`src/logic/ioxr_pkg.sv`:
```
// Purpose: Shared constants and types of the I/O expander bus target.
// Assumes: Registers are 8 bits, command codes 0x00 to 0x0B.
// Notes: Reset values not known here are plain defaults.
package ioxr_pkg;
  localparam int NUM_REGS = 12;
  localparam int RW_FIRST = 2;
  localparam int SYNC_W = 21;
  localparam logic [4:0] ADDR_BASE = 5'h1D;
  localparam logic [3:0] CMD_LAST = 4'hB;
  localparam logic [3:0] CMD_UPPER_ZERO = 4'h0;
  localparam logic [3:0] BYTE_BITS = 4'h8;
  localparam logic [3:0] BIT_LAST = 4'h7;
  localparam logic [3:0] REG_IN_P0 = 4'h0;
  localparam logic [3:0] REG_IN_P1 = 4'h1;
  localparam logic [3:0] REG_OUT_P0 = 4'h2;
  localparam logic [3:0] REG_OUT_P1 = 4'h3;
  localparam logic [3:0] REG_INV_P0 = 4'h4;
  localparam logic [3:0] REG_INV_P1 = 4'h5;
  localparam logic [3:0] REG_DIR_P0 = 4'h6;
  localparam logic [3:0] REG_DIR_P1 = 4'h7;
  localparam logic [3:0] REG_DRV_P0 = 4'h8;
  localparam logic [3:0] REG_DRV_P1 = 4'h9;
  localparam logic [3:0] REG_FLT_P0 = 4'hA;
  localparam logic [3:0] REG_FLT_P1 = 4'hB;
  localparam logic [7:0] RST_OUT_LEVEL = 8'hFF;
  localparam logic [7:0] RST_INVERT = 8'h00;
  localparam logic [7:0] RST_DIRECTION = 8'hFF;
  localparam logic [7:0] RST_DRIVE_MODE = 8'h00;
  localparam logic [7:0] RST_FAULT_EN = 8'h00;
  // Order: port1 pins, port0 pins, reset pin, addr high, addr low, sda, scl
  localparam logic [SYNC_W-1:0] SYNC_RST = 21'h000003;

  typedef enum logic [3:0] {
    ST_IDLE, ST_ADDR, ST_ADDR_ACK, ST_CMD, ST_CMD_ACK,
    ST_WDATA, ST_WDATA_ACK, ST_RDATA, ST_RACK, ST_WAIT
  } ioxr_state_t;

  function automatic logic [7:0] ioxr_rst_val(input logic [3:0] idx);
    logic [2:0] kind;
    kind = idx[3:1];
    unique case (kind)
      3'h1: ioxr_rst_val = RST_OUT_LEVEL;
      3'h2: ioxr_rst_val = RST_INVERT;
      3'h3: ioxr_rst_val = RST_DIRECTION;
      3'h4: ioxr_rst_val = RST_DRIVE_MODE;
      default: ioxr_rst_val = RST_FAULT_EN;
    endcase
  endfunction : ioxr_rst_val
endpackage : ioxr_pkg

```
`src/logic/ioxr_target.sv`:
```
// Purpose: I2C target, command decode and register file of the expander.
// Assumes: SCL and SDA are oversampled by the 100 MHz clock.
// Notes: SDA is open drain; the block only ever pulls it low.
`timescale 1ns/1ps
module ioxr_target
  import ioxr_pkg::*;
(
  // Clock and reset
  input wire logic clock,
  input wire logic nrst,
  input wire logic hw_reset_n,
  // Bus pins
  input wire logic scl_in,
  input wire logic sda_in,
  output logic sda_out,
  output logic sda_oe_n,
  // Address straps
  input wire logic addr_select_low,
  input wire logic addr_select_high,
  // Port pin levels
  input wire logic [7:0] port0_in,
  input wire logic [7:0] port1_in,
  // Register contents
  output logic [7:0] output_level_p0,
  output logic [7:0] output_level_p1,
  output logic [7:0] invert_p0,
  output logic [7:0] invert_p1,
  output logic [7:0] direction_p0,
  output logic [7:0] direction_p1,
  output logic [7:0] drive_mode_p0,
  output logic [7:0] drive_mode_p1,
  output logic [7:0] fault_flag_enable_p0,
  output logic [7:0] fault_flag_enable_p1,
  // Interrupt
  output logic irq_out_n
);
  logic [SYNC_W-1:0] sync_s;
  logic scl_s, sda_s, sel_lo_s, sel_hi_s, hwr_s, srst;
  logic [7:0] pin0_s, pin1_s;
  logic scl_d_q, sda_d_q, scl_rise, scl_fall, start_det, stop_det;
  ioxr_state_t state_q;
  logic [3:0] cnt_q;
  logic [7:0] shift_q, tx_q;
  logic rd_q, ack_seen_q, sda_oe_n_q;
  logic [3:0] ptr_q;
  logic cmd_valid_q;
  logic [7:0] rw_q [RW_FIRST:NUM_REGS-1];
  logic [7:0] snap0_q, snap1_q;
  logic irq_q, srst_q;
  logic [7:0] rd_val;
  logic byte_in, addr_hit, cmd_ok, cmd_take, wr_take, rd_load;

  ioxr_sync #(.W(SYNC_W), .RST(SYNC_RST)) u_sync (
    .clock(clock),
    .nrst(nrst),
    .d({port1_in, port0_in, hw_reset_n, addr_select_high,
        addr_select_low, sda_in, scl_in}),
    .q(sync_s)
  );
  assign scl_s = sync_s[0];
  assign sda_s = sync_s[1];
  assign sel_lo_s = sync_s[2];
  assign sel_hi_s = sync_s[3];
  assign hwr_s = sync_s[4];
  assign pin0_s = sync_s[12:5];
  assign pin1_s = sync_s[20:13];
  // Reset pin acts synchronously after its synchroniser
  assign srst = ~hwr_s;

  always_ff @(posedge clock or negedge nrst) begin
    if (!nrst) begin
      scl_d_q <= 1'b1;
      sda_d_q <= 1'b1;
    end else begin
      scl_d_q <= scl_s;
      sda_d_q <= sda_s;
    end
  end
  assign scl_rise = scl_s & ~scl_d_q;
  assign scl_fall = ~scl_s & scl_d_q;
  assign start_det = scl_s & scl_d_q & sda_d_q & ~sda_s;
  assign stop_det = scl_s & scl_d_q & ~sda_d_q & sda_s;

  assign byte_in = scl_fall && (cnt_q == BYTE_BITS);
  assign addr_hit = shift_q[7:1] == {ADDR_BASE, sel_hi_s, sel_lo_s};
  assign cmd_ok = (shift_q[7:4] == CMD_UPPER_ZERO) &&
                  (shift_q[3:0] <= CMD_LAST);
  assign cmd_take = (state_q == ST_CMD) && byte_in && cmd_ok;
  assign wr_take = (state_q == ST_WDATA) && byte_in;
  assign rd_load = scl_rise && (((state_q == ST_ADDR_ACK) && rd_q) ||
                   ((state_q == ST_RACK) && !sda_s));

  // Input registers show live pins through the inversion mask
  always_comb begin
    unique case (ptr_q)
      REG_IN_P0: rd_val = pin0_s ^ rw_q[REG_INV_P0];
      REG_IN_P1: rd_val = pin1_s ^ rw_q[REG_INV_P1];
      default: rd_val = rw_q[ptr_q];
    endcase
  end

  // Bus sequencer; a start or stop overrides any state
  always_ff @(posedge clock or negedge nrst) begin
    if (!nrst) begin
      state_q <= ST_IDLE;
      cnt_q <= '0;
      shift_q <= '0;
      rd_q <= 1'b0;
      sda_oe_n_q <= 1'b1;
    end else if (srst || stop_det) begin
      state_q <= ST_IDLE;
      cnt_q <= '0;
      sda_oe_n_q <= 1'b1;
    end else if (start_det) begin
      state_q <= ST_ADDR;
      cnt_q <= '0;
      sda_oe_n_q <= 1'b1;
    end else begin
      if (scl_rise && (state_q == ST_ADDR || state_q == ST_CMD ||
                       state_q == ST_WDATA)) begin
        shift_q <= {shift_q[6:0], sda_s};
        cnt_q <= cnt_q + 4'h1;
      end
      if (scl_fall) begin
        unique case (state_q)
          ST_ADDR: begin
            if (byte_in) begin
              cnt_q <= '0;
              // Read needs a pointer set by an earlier command
              if (addr_hit && (!shift_q[0] || cmd_valid_q)) begin
                sda_oe_n_q <= 1'b0;
                rd_q <= shift_q[0];
                state_q <= ST_ADDR_ACK;
              end else begin
                state_q <= ST_WAIT;
              end
            end
          end
          ST_ADDR_ACK: begin
            if (rd_q) begin
              state_q <= ST_RDATA;
              sda_oe_n_q <= tx_q[7];
            end else begin
              state_q <= ST_CMD;
              sda_oe_n_q <= 1'b1;
            end
          end
          ST_CMD: begin
            if (byte_in) begin
              cnt_q <= '0;
              if (cmd_ok) begin
                sda_oe_n_q <= 1'b0;
                state_q <= ST_CMD_ACK;
              end else begin
                state_q <= ST_WAIT;
              end
            end
          end
          ST_CMD_ACK, ST_WDATA_ACK: begin
            state_q <= ST_WDATA;
            sda_oe_n_q <= 1'b1;
          end
          ST_WDATA: begin
            if (byte_in) begin
              cnt_q <= '0;
              sda_oe_n_q <= 1'b0;
              state_q <= ST_WDATA_ACK;
            end
          end
          ST_RDATA: begin
            if (cnt_q == BIT_LAST) begin
              cnt_q <= '0;
              sda_oe_n_q <= 1'b1;
              state_q <= ST_RACK;
            end else begin
              cnt_q <= cnt_q + 4'h1;
              sda_oe_n_q <= tx_q[6];
            end
          end
          ST_RACK: begin
            // Any number of bytes while the controller acks
            if (ack_seen_q) begin
              state_q <= ST_RDATA;
              sda_oe_n_q <= tx_q[7];
            end else begin
              state_q <= ST_WAIT;
            end
          end
          ST_IDLE, ST_WAIT: begin
            sda_oe_n_q <= 1'b1;
          end
        endcase
      end
    end
  end

  // Transmit holder; loaded before the byte leaves
  always_ff @(posedge clock or negedge nrst) begin
    if (!nrst) begin
      tx_q <= '0;
      ack_seen_q <= 1'b0;
    end else begin
      if (rd_load) begin
        tx_q <= rd_val;
      end else if (scl_fall && state_q == ST_RDATA) begin
        tx_q <= {tx_q[6:0], 1'b0};
      end
      if (scl_rise && state_q == ST_RACK) begin
        ack_seen_q <= ~sda_s;
      end
    end
  end

  // Pointer: set by command, toggles within the pair per byte
  always_ff @(posedge clock or negedge nrst) begin
    if (!nrst) begin
      ptr_q <= '0;
      cmd_valid_q <= 1'b0;
    end else if (srst) begin
      ptr_q <= '0;
      cmd_valid_q <= 1'b0;
    end else if (cmd_take) begin
      ptr_q <= shift_q[3:0];
      cmd_valid_q <= 1'b1;
    end else if (rd_load || wr_take) begin
      ptr_q <= {ptr_q[3:1], ~ptr_q[0]};
    end
  end

  // Writable registers; input registers have no storage to write
  for (genvar i = RW_FIRST; i < NUM_REGS; i++) begin : g_rw
    always_ff @(posedge clock or negedge nrst) begin
      if (!nrst) begin
        rw_q[i] <= ioxr_rst_val(4'(i));
      end else if (srst) begin
        rw_q[i] <= ioxr_rst_val(4'(i));
      end else if (wr_take && ptr_q == 4'(i)) begin
        rw_q[i] <= shift_q;
      end
    end
  end

  // Change detect; snapshot retaken once synced pins settle after reset
  always_ff @(posedge clock or negedge nrst) begin
    if (!nrst) begin
      snap0_q <= '0;
      snap1_q <= '0;
      irq_q <= 1'b1;
      srst_q <= 1'b1;
    end else begin
      srst_q <= srst;
      if (srst || srst_q || (rd_load && ptr_q == REG_IN_P0)) begin
        snap0_q <= pin0_s;
      end
      if (srst || srst_q || (rd_load && ptr_q == REG_IN_P1)) begin
        snap1_q <= pin1_s;
      end
      irq_q <= srst_q || ((pin0_s == snap0_q) && (pin1_s == snap1_q));
    end
  end

  assign sda_out = 1'b0;
  assign sda_oe_n = sda_oe_n_q;
  assign irq_out_n = irq_q;
  assign output_level_p0 = rw_q[REG_OUT_P0];
  assign output_level_p1 = rw_q[REG_OUT_P1];
  assign invert_p0 = rw_q[REG_INV_P0];
  assign invert_p1 = rw_q[REG_INV_P1];
  assign direction_p0 = rw_q[REG_DIR_P0];
  assign direction_p1 = rw_q[REG_DIR_P1];
  assign drive_mode_p0 = rw_q[REG_DRV_P0];
  assign drive_mode_p1 = rw_q[REG_DRV_P1];
  assign fault_flag_enable_p0 = rw_q[REG_FLT_P0];
  assign fault_flag_enable_p1 = rw_q[REG_FLT_P1];
endmodule : ioxr_target

```
`src/logic/ioxr_sync.sv`:
```
// Purpose: Two-stage synchroniser for pins entering the clock domain.
// Assumes: Bits are independent levels; no bus coherency needed.
// Notes: First stage is read only by the second stage.
`timescale 1ns/1ps
module ioxr_sync #(
  parameter int W = 1,
  parameter logic [W-1:0] RST = '0
) (
  // Clock and reset
  input wire logic clock,
  input wire logic nrst,
  // Levels
  input wire logic [W-1:0] d,
  output logic [W-1:0] q
);
  logic [W-1:0] meta_q;

  always_ff @(posedge clock or negedge nrst) begin
    if (!nrst) begin
      meta_q <= RST;
      q <= RST;
    end else begin
      meta_q <= d;
      q <= meta_q;
    end
  end
endmodule : ioxr_sync

```
`config.mk`:
```
export PLATFORM = sky130hd
export DESIGN_NAME = ioxr_target
export DESIGN_NICKNAME = d
export VERILOG_FILES = /design/src/logic/ioxr_pkg.sv /design/src/logic/ioxr_target.sv /design/src/logic/ioxr_sync.sv
export SDC_FILE = /design/constraint.sdc
export NUM_CORES = 1
export LEC_CHECK = 0
export BUFFER_PORTS_ARGS = -buffer_cell sky130_fd_sc_hd__buf_4
export CAP_MARGIN = 5
export CORE_MARGIN = 8
export CORE_UTILIZATION = 52
export DETAILED_ROUTE_END_ITERATION = 7
export GPL_ROUTABILITY_DRIVEN = 0
export PLACE_DENSITY = 0.76
export SKIP_CTS_REPAIR_TIMING = 1
export SLEW_MARGIN = 10
export SYNTH_ARGS = -nofsm -noshare
export SYNTH_HDL_FRONTEND = slang
export SYNTH_HIERARCHICAL = 1
export SYNTH_SLANG_ARGS = --single-unit
```
`constraint.sdc`:
```
create_clock -name clock -period 2.2 [get_ports clock]
set_input_delay 0.33 -clock clock [delete_from_list [all_inputs] [get_ports clock]]
set_output_delay 0.33 -clock clock [all_outputs]
set_load 0.1 [all_outputs]
```
==> implementation parameters, run 1 <==
Parameter                              Value

Run status
  Run status    finished, final reports clean

Critical path
  Worst endpoint data arrival time    2.42 ns
  Setup CP Type    flip-flop to flip-flop
  Required time at the endpoint of the critical path    2.51 ns
  Cell with the largest stage delay on the worst path    a2111o_1
  Flop2flop setup slack    0.09 ns
  Largest fanout on the critical path    8
  Crit-path max cell delay    0.54 ns
  Worst setup EP type    flip-flop
  Crit path buf inv count    0
  Reg-to-reg startpoint    state_q[1]$_DFFE_PN0P_
  Cell family with most CP delay    compound AO/OA/AOI/OAI gates
  Worst reg2reg path depth    4
  Destination of the worst register-to-register timing path    snap1_q[2]$_DFFE_PN0P_
  Startpoint Class    flip-flop
  Sequence of cells on the critical path    or3b_1 > a2111o_1 > o21ai_4 > mux2_2

Cells and area
  Area used by multi-input combinational logic    3450 um2
  Fillcell total    1091
  Ratio of cells with drive above 1 in the final layout    35.0%
  Cell area after layout    10100 um2
  Combined flip-flop and latch cell area    4410 um2
  Fin nets    843
  Area growth from synthesis to layout    25.9%
  Ant. Diodes    0

STA
  Clock tree skew after final layout    0.0122 ns
  Unrepaired setup endpoints after global routing    no
  Relative max-transition margin    60.9%
  Final-layout setup total negative slack    0 ns
  Transition time at the pin with the least slew margin    0.586 ns
  Time the final worst path needs with I/O delays and setup    2.11 ns
  Max Clk Rate    473 MHz
  Period Utilization, post-route    96.1%
  Final setup vio count    0
  Final hold violation count    0
  Final max-slew violation count    0

Die
  Number of standard-cell rows in the floorplan    45
  Die width    141 um
  Std-Cell Core Area    15200 um2
  Die outline area    19700 um2
  IO Pins    106
  Vertical die dimension    141 um
  Starting Density    53.0%

Drt
  DRT antenna net count    0
  Post-route DRC violation count    0
  Drt pass-1 iters    5
  Wirelength per Cell    21.7 um
  Final wirelength    22200 um
  Number of design-rule violations left by the first detailed-router iteration    643
  DR vias/cell    5.97
  Via count of the routed design    6084

Synthesis
  Main combinational cell family by area after synthesis    multiplexers
  Share of Yosys cell area claimed by the top area cell type    41.3%
  Top-count cell post-synth    dfrtp_1
  Simple-gate share of the synthesized area    11.8%
  Mux contribution to synthesized area    19.8%
  Dominant synthesized flop cell    dfrtp_1
  Number of enable-type register cells in the synthesized netlist    0
  Gate count after technology mapping    668
  Top cells by instance count after synthesis    dfrtp_1, mux2i_1, nor2_1, nand2_1, dfstp_2
  Adder-Cell Fraction of Synth Area    0.310%
  XOR/XNOR Fraction of Synth Area    3.91%
  Largest area contributor in the netlist    dfrtp_1
  Post-synthesis compound-gate area fraction    6.61%
  Number of nets produced by synthesis    693
  Synthesis-stage register bit count    174
  Sequential share of the synthesized area    54.6%
  Average cell area after synthesis    12.1 um2
  Post-synth cell types    62
  FFs w/ async S/R, synth    100%
  Number of warning messages in the yosys log    6
  Cells taking the most area after synthesis    dfrtp_1, dfstp_2, mux2i_1, mux4_2, mux2_2
  Summed instance area of the synthesized netlist    8060 um2

GRT
  Wire length of the first global-routing pass    35000 um
  Overall fraction of global-route tracks in use    22.6%
  Antenna violations before repair    0
  Vias in the first global route    6262
  Total grt overflow    0
  Largest net degree at the start of global routing    55

Placement
  Instance area after placement    9380 um2
  Half-perimeter wire length of the detailed placement result    15500 um
  IO buf count    104

Worst hold path
  Hold Crit Depth    1
  Worst hold path endpoint    u_sync/meta_q[1]$_DFF_PN1_
  Startpoint of the tightest hold check path    sda_in
  Worst min-delay path category    input pin to flip-flop

Clocking
  Later-pin clock latency in the skew report    0.44 ns
  Cts bufs inserted    17
  Clock slew seen by the registers of the worst setup and hold paths    0.06 ns
  Count of H-tree levels built during CTS    4
  Sink count of the clock tree    174
  Clock root buffer    clkbuf_16
  Maximum count of clock buffers along a single path    2
  Clock tree from TritonCTS    built

Pwr
  PD cells    686 nW/um2
  Leakage power    0.00446 uW
  Highest ir drop seen on vdd    612 uV

Flow run
  Number of max-cap violations    0
==> flip-flops by register name, summed over array words and instances (netlist names), 4 cells and up <==
register	flops
output_level_p1	8
drive_mode_p0	8
drive_mode_p1	8
snap1_q	8
fault_flag_enable_p1	8
invert_p1	8
direction_p0	8
invert_p0	8
ptr_q	4
shift_q	8
u_sync/q	21
fault_flag_enable_p0	8
cnt_q	4
u_sync/meta_q	21
state_q	4
output_level_p0	8
direction_p1	8
snap0_q	8
tx_q	8
==> report_power, final <==
group,leakage [uW],internal (uW),total (uW),switching (uW)
clock,0.000276,1550,2820,1280
sequential,0.00215,3340,3450,113
combinational,0.00203,267,685,418
total,0.00446,5150,6960,1810
==> cells by family (layout without fill, tap and decap cells) <==
| family | count (synthesis) | after routing |
|---|---|---|
| xor gates and xnor gates | 36 | 36 |
| and+or+nand+nor | 196 | 196 |
| adders and majority gates | 2 | 2 |
| buffers and inverters | 53 | 216 |
| muxes | 134 | 134 |
| other | 1 | 1 |
| DFF | 174 | 174 |
| AOI/OAI and AO/OA | 72 | 72 |
==> worst register-to-register path, stage by stage (launching register included) <==
cell	delay, ns
dfrtp_1	0.37
or3b_1	0.37
a2111o_1	0.54
o21ai_4	0.34
mux2_2	0.38
==> layout by cell type (no fill, tap or decap), drive strengths merged, types with 4 or more instances in the layout <==
cell           n
buf          154
dfrtp        133
mux2i         91
nor2          79
nand2         53
dfstp         41
xor2          26
mux2          25
clkbuf        20
mux4          18
dlygate4sd3   18
inv           16
o21ai         13
a21oi         11
xnor2         10
nor3          10
nand2b         9
nor4           8
nand3          7
nor2b          7
clkinv         7
o22ai          6
a221oi         6
a221o          5
nand4          4
o31ai          4
==> final cells by class <==
cell class | count | share of cell area, %
sequential | 174 | 43.5
multi-input combinational | 441 | 34.0
timing repair buffer | 172 | 14.3
clock buffer | 20 | 4.61
tap | 188 | 2.32
clock inverter | 12 | 0.814
inverter | 12 | 0.444
==> metrics by stage <==
step	setup slack (ns)	hold WS, ns	utilization [%]	total power, uW	cells
CTS	0.0529	-0.145	65.3	6960	1000
floorplan	0.0792	0.0344	-	3830	668
global placement	0.138	0.308	61.7	4110	968
detailed placement	0.0767	0.309	61.7	4150	968
global route	0.00622	0.0000947	66.7	7190	1019
finish	0.0864	0.0103	66.7	6960	1019
==> routing by layer <==
metal  track usage (%)  vias up  share of wire, %
met5                 0        -                 0
met4              10.5        0               3.6
met3              4.55       53               6.3
met2              35.4      271                48
met1              29.8     3104                42
li1                  -     2656                 -
==> worst max path at each step <==
stage | start | to | slack, ns | cells after the start
floorplan | state_q[1]$_DFFE_PN0P_ | snap0_q[0]$_DFFE_PN0P_ | 0.08 | 5
detailed placement | cnt_q[0]$_DFF_PN0_ | fault_flag_enable_p1[2]$_DFFE_PN0P_ | 0.08 | 10
finish | state_q[1]$_DFFE_PN0P_ | snap1_q[2]$_DFFE_PN0P_ | 0.09 | 4
global route | cnt_q[1]$_DFF_PN0_ | cnt_q[3]$_DFF_PN0_ | 0.006 | 8
CTS | cnt_q[0]$_DFF_PN0_ | fault_flag_enable_p1[2]$_DFFE_PN0P_ | 0.05 | 10
global placement | state_q[1]$_DFFE_PN0P_ | snap1_q[5]$_DFFE_PN0P_ | 0.14 | 4
No activity file was read; power rests on OpenSTA's default activity.
==> run 2: changes to the inputs <==
--- a/config.mk
+++ b/config.mk
@@ -12,9 +12,9 @@
 export DETAILED_ROUTE_END_ITERATION = 7
 export GPL_ROUTABILITY_DRIVEN = 0
 export PLACE_DENSITY = 0.76
+export SETUP_SLACK_MARGIN = 0.2
 export SKIP_CTS_REPAIR_TIMING = 1
 export SLEW_MARGIN = 10
 export SYNTH_ARGS = -nofsm -noshare
 export SYNTH_HDL_FRONTEND = slang
-export SYNTH_HIERARCHICAL = 1
 export SYNTH_SLANG_ARGS = --single-unit
==> implementation parameters, run 2 <==
Parameter                              Value

STA
  Time the final worst path needs with I/O delays and setup    2.06 ns (-0.0564 ns)
  Transition time at the pin with the least slew margin    0.696 ns (+0.110 ns)
  Clock tree skew after final layout    0.00784 ns (-0.00440 ns)
  Final setup vio count    0 (unchanged)
  Period Utilization, post-route    93.5% (-2.6 points)
  Final hold violation count    0 (unchanged)
  Unrepaired setup endpoints after global routing    yes
  Relative max-transition margin    53.1% (-7.8 points)
  Final-layout setup total negative slack    0 ns (unchanged)
  Max Clk Rate    486 MHz (+2.7%)
  Final max-slew violation count    0 (unchanged)

Drt
  Highest routed layer    met4
  Post-route DRC violation count    0 (unchanged)
  Final wirelength    24400 um (+10%)
  Met2 wire len    11500 um (+6.8%)
  Met3 Wirelength    2220 um (+59%)
  Drt pass-1 iters    8 (+3)
  Met1 wire length    9700 um (+5.2%)
  DRT antenna net count    0 (unchanged)
  Via count of the routed design    6762 (+11%)
  Wirelength per Cell    22.4 um (+3.2%)
  Number of design-rule violations left by the first detailed-router iteration    745 (+16%)
  DR vias/cell    6.22 (+4.2%)

Critical path
  Startpoint Class    flip-flop
  Worst endpoint data arrival time    2.38 ns (-0.04 ns)
  Largest fanout on the critical path    8 (unchanged)
  Required time at the endpoint of the critical path    2.52 ns (about the same)
  Worst reg2reg path depth    5 (+1)
  Crit path buf inv count    1 (+1)
  Crit-path max cell delay    0.48 ns (-0.06 ns)
  Cell family with most CP delay    compound AO/OA/AOI/OAI gates
  Sequence of cells on the critical path    or3b_1 > a2111o_1 > o21ai_2 > buf_6 > mux2_4
  Worst setup EP type    flip-flop
  Cell with the largest stage delay on the worst path    a2111o_1
  Setup CP Type    flip-flop to flip-flop
  Number of cells on the critical path    5 (+1)

Cells and area
  Ant. Diodes    0 (unchanged)
  Fillcell total    991 (-9.2%)
  Commonest cells after routing, fill and taps aside    buf_4, dfrtp_1, nand2_1
  Final Non-Filler Cells    1087 (+6.7%)
  Fin nets    911 (+8.1%)
  Area growth from synthesis to layout    30.5%
  Ratio of cells with drive above 1 in the final layout    35.8% (+0.80 points)
  Most frequent standard cell in the layout excluding fill and tap cells    buf_4
  Registers with the most flip-flops    u_sync.meta_q (21), u_sync.q (21)

Die
  Std-Cell Core Area    15100 um2 (-0.37%)
  Die width    140 um (about the same)
  Die outline area    19700 um2 (about the same)
  Starting Density    53.2% (+0.15 points)
  Vertical die dimension    140 um (about the same)
  Number of standard-cell rows in the floorplan    45 (unchanged)
  IO Pins    106 (unchanged)

Run status
  Run status    finished, final reports clean

Placement
  IO buf count    104 (unchanged)
  Half-perimeter wire length of the detailed placement result    16100 um (+3.6%)
  Total instance count after detailed placement    1019 (+5.3%)

Synthesis
  Post-synth cell types    65 (+4.8%)
  Number of enable-type register cells in the synthesized netlist    0 (unchanged)
  Average cell area after synthesis    11.0 um2 (-9.0%)
  Number of warning messages in the yosys log    0 (-6)
  Top-count cell post-synth    dfrtp_1
  Sequential share of the synthesized area    54.7% (about the same)
  Number of nets produced by synthesis    758 (+9.4%)
  Largest area contributor in the netlist    dfrtp_1
  Gate count after technology mapping    733 (+9.7%)
  FFs w/ async S/R, synth    100% (unchanged)
  Dominant synthesized flop cell    dfrtp_1
  Share of Yosys cell area claimed by the top area cell type    41.3% (about the same)
  Synthesis-stage register bit count    174 (unchanged)
  Summed instance area of the synthesized netlist    8060 um2 (about the same)
  Cells taking the most area after synthesis    dfrtp_1, dfstp_2, mux2i_1, mux4_2, nand2_1
  Top cells by instance count after synthesis    dfrtp_1, nand2_1, o21ai_0, a21oi_1, nor2_1

GRT
  Vias in the first global route    6597 (+5.3%)
  Largest net degree at the start of global routing    55 (unchanged)
  Overall fraction of global-route tracks in use    23.9% (+1.3 points)
  Total grt overflow    0 (unchanged)
  Antenna violations before repair    0 (unchanged)
  Wire length of the first global-routing pass    36800 um (+5.0%)

Clocking
  Later-pin clock latency in the skew report    0.44 ns (about the same)
  Cts bufs inserted    17 (unchanged)
  Clock root buffer    clkbuf_16
  Sink count of the clock tree    174 (unchanged)
  Count of H-tree levels built during CTS    4 (unchanged)
  Clock tree from TritonCTS    built
  Maximum count of clock buffers along a single path    2 (unchanged)
  Clock slew seen by the registers of the worst setup and hold paths    0.06 ns (about the same)

Worst hold path
  Hold Crit Depth    0 (-1)
  Worst min-delay path category    flip-flop to flip-flop

Pwr
  Leakage power    0.00470 uW (+5.3%)
  PD cells    731 nW/um2 (+6.6%)
  Highest ir drop seen on vdd    534 uV (-13%)

Flow run
  Number of max-cap violations    0 (unchanged)
==> run 2: cell types whose count changed in the layout (fill, tap and decap cells not counted), moves of 9 or more <==
| cell | previous run | this run |
|---|---|---|
| mux2i_1 | 90 | 40 |
| o21ai_0 | 10 | 56 |
| nand2_1 | 53 | 91 |
| nor2_1 | 72 | 39 |
| a21oi_1 | 11 | 38 |
| nand3_1 | 7 | 19 |
| buf_4 | 144 | 154 |
| mux2_4 | 0 | 10 |
| mux2_2 | 25 | 16 |
==> run 2: final timing paths <==
path,startpoint,end,slack (ns)
setup / recovery,u_sync.q[1]$_DFF_PN1_,snap1_q[5]$_DFFE_PN0P_,0.14
setup reg to reg,u_sync.q[1]$_DFF_PN1_,snap1_q[5]$_DFFE_PN0P_,0.14
max in group asynchronous,nrst,output_level_p1[0]$_DFFE_PN1P_,0.99
min in group asynchronous,nrst,drive_mode_p0[2]$_DFFE_PN0P_,0.44
hold / removal,u_sync.meta_q[12]$_DFF_PN0_,u_sync.q[12]$_DFF_PN0_,0.35
hold reg to reg,u_sync.meta_q[12]$_DFF_PN0_,u_sync.q[12]$_DFF_PN0_,0.35
==> run 2: final cells by class <==
cell class	count	area (um2)	area share, %
well taps	188	235	2.24
multi-input cells	497	3610	34.3
flip-flops and latches	174	4410	41.9
clock inverters	14	206	1.96
inverters	7	26.3	0.250
clock buffers	18	439	4.18
repair buffers	189	1590	15.1
==> run 2: worst register-to-register path, delay by kind of cell, from the launching register on <==
| kind | cells | cell delay (ns) |
|---|---|---|
| DFF | 1 | 0.39 |
| muxes | 1 | 0.32 |
| buffers and inverters | 1 | 0.19 |
| AOI/OAI and AO/OA | 2 | 0.67 |
| and+or+nand+nor | 1 | 0.38 |
==> run 2: stage by stage <==
| step | power (uW) | hold WS [ns] | setup WS [ns] | utilization (%) | area, um2 |
|---|---|---|---|---|---|
| after floorplan | 3950 | 0.0344 | 0.142 | - | 8060 |
| after global placement | 4300 | 0.324 | 0.0945 | 61.0 | 9240 |
| after detailed placement | 4340 | 0.324 | 0.0243 | 61.0 | 9240 |
| after CTS | 7590 | -0.137 | 0.00235 | 65.3 | 9890 |
| after global routing | 7910 | 0.352 | 0.0511 | 69.4 | 10500 |
| final | 7690 | 0.349 | 0.143 | 69.4 | 10500 |
==> run 2: kinds of logic (layout without fill, tap and decap cells) <==
logic type | after synthesis | in the layout | synth area share [%]
muxes | 82 | 82 | 13.1
DFF | 174 | 174 | 54.7
buffers and inverters | 62 | 228 | 3.29
AOI/OAI and AO/OA | 163 | 163 | 12.3
other | 1 | 1 | 0.0466
adders and majority gates | 2 | 2 | 0.311
and+or+nand+nor | 214 | 214 | 12.5
xor gates and xnor gates | 35 | 35 | 3.81
==> run 2: power by group <==
part	switching [uW]	internal (uW)	total [uW]
clock	1320	1950	3280
combinational	536	351	887
sequential	163	3360	3520
==> run 2: per-layer routing <==
metal / vias up / GRT usage (%)
met5: - / 0
met4: 0 / 12.4
met3: 77 / 6.18
met2: 417 / 35.9
met1: 3357 / 31.3
li1: 2911 / -
==> run 3: changes to the inputs <==
--- a/config.mk
+++ b/config.mk
@@ -17,4 +17,5 @@
 export SLEW_MARGIN = 10
 export SYNTH_ARGS = -nofsm -noshare
 export SYNTH_HDL_FRONTEND = slang
+export SYNTH_HIERARCHICAL = 1
 export SYNTH_SLANG_ARGS = --single-unit
==> implementation parameters, run 3 (synthesis results as in run 1) <==
Parameter                              Value

STA
  Clock tree skew after final layout    0.0102 ns (+0.00235 ns)
  Final hold violation count    0 (unchanged)
  Final-layout setup total negative slack    0 ns (unchanged)
  Relative max-transition margin    61.5% (+8.4 points)
  Time the final worst path needs with I/O delays and setup    2.08 ns (+0.0192 ns)
  Transition time at the pin with the least slew margin    0.578 ns (-0.118 ns)
  Final setup vio count    0 (unchanged)
  Unrepaired setup endpoints after global routing    yes
  Final max-slew violation count    0 (unchanged)
  Period Utilization, post-route    94.4% (+0.87 points)
  Max Clk Rate    482 MHz (-0.92%)

Drt
  Drt pass-1 iters    5 (-3)
  Number of design-rule violations left by the first detailed-router iteration    612 (-18%)
  Post-route DRC violation count    0 (unchanged)
  Via count of the routed design    6054 (-10%)
  DR vias/cell    5.89 (-5.3%)
  Final wirelength    21900 um (-10%)
  DRT antenna net count    0 (unchanged)
  Wirelength per Cell    21.3 um (-5.0%)

Cells and area
  Ant. Diodes    0 (unchanged)
  Final Non-Filler Cells    1028 (-5.4%)
  Registers with the most flip-flops    u_sync/meta_q (21), u_sync/q (21)
  Ratio of cells with drive above 1 in the final layout    38.7% (+2.9 points)
  Cell area after layout    10400 um2 (-0.62%)
  Fin nets    852 (-6.5%)
  Commonest cells after routing, fill and taps aside    buf_4, dfrtp_1, mux2i_1
  Most frequent standard cell in the layout excluding fill and tap cells    buf_4
  Area growth from synthesis to layout    29.6%

Clocking
  Clock tree from TritonCTS    built
  Maximum count of clock buffers along a single path    2 (unchanged)
  Cts bufs inserted    17 (unchanged)
  Count of H-tree levels built during CTS    4 (unchanged)
  Later-pin clock latency in the skew report    0.42 ns (-0.02 ns)
  Clock slew seen by the registers of the worst setup and hold paths    0.07 ns (about the same)
  Sink count of the clock tree    174 (unchanged)
  Clock root buffer    clkbuf_16

Critical path
  Worst reg2reg path depth    7 (+2)
  Reg-to-reg startpoint    ptr_q[0]$_DFFE_PN0P_
  Worst endpoint data arrival time    2.39 ns (about the same)
  Largest fanout on the critical path    7 (-1)
  Flop2flop setup slack    0.12 ns (-0.02 ns)
  Required time at the endpoint of the critical path    2.52 ns (about the same)
  Worst setup EP type    flip-flop
  Setup CP Type    flip-flop to flip-flop
  Destination of the worst register-to-register timing path    tx_q[0]$_DFFE_PN0P_
  Startpoint Class    flip-flop

GRT
  Vias in the first global route    6039 (-8.5%)
  Antenna violations before repair    0 (unchanged)
  Largest net degree at the start of global routing    55 (unchanged)
  Overall fraction of global-route tracks in use    21.8% (-2.1 points)
  Wire length of the first global-routing pass    33400 um (-9.0%)
  Total grt overflow    0 (unchanged)

Run status
  Run status    finished, final reports clean

Pwr
  Highest ir drop seen on vdd    548 uV (+2.6%)
  Leakage power    0.00465 uW (-1.0%)
  PD cells    682 nW/um2 (-6.7%)

Die
  Vertical die dimension    141 um (about the same)
  Die width    141 um (about the same)
  Die outline area    19700 um2 (about the same)
  Number of standard-cell rows in the floorplan    45 (unchanged)
  IO Pins    106 (unchanged)
  Starting Density    53.0% (-0.15 points)
  Std-Cell Core Area    15200 um2 (+0.37%)

Worst hold path
  Worst min-delay path category    input pin to flip-flop
  Hold Crit Depth    1 (+1)
  Startpoint of the tightest hold check path    port1_in[6]
  Worst hold path endpoint    u_sync/meta_q[19]$_DFF_PN0_

Placement
  IO buf count    104 (unchanged)
  Instance area after placement    9350 um2 (+1.2%)
  Half-perimeter wire length of the detailed placement result    15100 um (-5.9%)
  Total instance count after detailed placement    961 (-5.7%)

Flow run
  Number of max-cap violations    0 (unchanged)
[run 3: changes by cell type in the layout (fill, tap and decap cells not counted), moves of 12 or more]
cell / previous run / this run
nand2_1: 91 / 53
mux2i_1: 40 / 91
nor2_1: 39 / 71
a21oi_1: 38 / 7
o21ai_0: 56 / 10
nand3_1: 19 / 7
[run 3: worst max-delay path: stages (launching register included)]
cell and delay (ns):
dfrtp_2 0.47, clkbuf_16 0.19, buf_4 0.13, mux4_2 0.33, inv_1 0.04, a221oi_1 0.46
a21oi_1 0.08, o31ai_1 0.26
[run 3: worst max path at each step]
stage / to / depth (start not counted) / slack [ns] / startpoint
floorplan: snap0_q[0]$_DFFE_PN0P_ / 5 / 0.13 / state_q[1]$_DFFE_PN0P_
finish: tx_q[0]$_DFFE_PN0P_ / 7 / 0.12 / ptr_q[0]$_DFFE_PN0P_
CTS: drive_mode_p0[1]$_DFFE_PN0P_ / 8 / 0.05 / cnt_q[0]$_DFF_PN0_
detailed placement: drive_mode_p0[1]$_DFFE_PN0P_ / 8 / 0.05 / cnt_q[0]$_DFF_PN0_
global placement: snap0_q[5]$_DFFE_PN0P_ / 4 / 0.12 / u_sync/q[1]$_DFF_PN1_
global route: state_q[1]$_DFFE_PN0P_ / 6 / 0.06 / u_sync/q[1]$_DFF_PN1_
[run 3: report_power, final]
part	total [uW]	internal, uW	switching, uW
combinational	711	297	414
sequential	3450	3340	111
clock	2960	1700	1260
[run 3: per-stage QoR]
stage / hold WS [ns] / setup slack [ns] / total power (uW) / util [%]
2_1_floorplan: 0.0344 / 0.134 / 3840 / -
5_1_grt: -0.00139 / 0.0609 / 7390 / 68.7
4_1_cts: -0.147 / 0.0468 / 7110 / 65.4
6_report: 0.0178 / 0.124 / 7130 / 68.7
3_5_place_dp: 0.307 / 0.0548 / 4150 / 61.5
3_3_place_gp: 0.302 / 0.123 / 4120 / 61.5
[run 3: cell type report]
class	count	area, um2
Sequential cell	174	4410
Clock buffer	22	485
Clock inverter	10	98.8
Tap cell	188	235
Fill cell	1053	4750
Multi-Input combinational cell	441	3630
Inverter	12	45.0
Timing Repair Buffer	181	1550
[run 3: routing by layer]
| metal | vias up | global-route usage [%] | wire length [um] |
|---|---|---|---|
| li1 | 2674 | - | - |
| met1 | 3073 | 28.9 | 9210 |
| met2 | 269 | 34.7 | 10800 |
| met3 | 38 | 5.37 | 1540 |
| met4 | 0 | 6.56 | 397 |
| met5 | - | 0 | 0 |
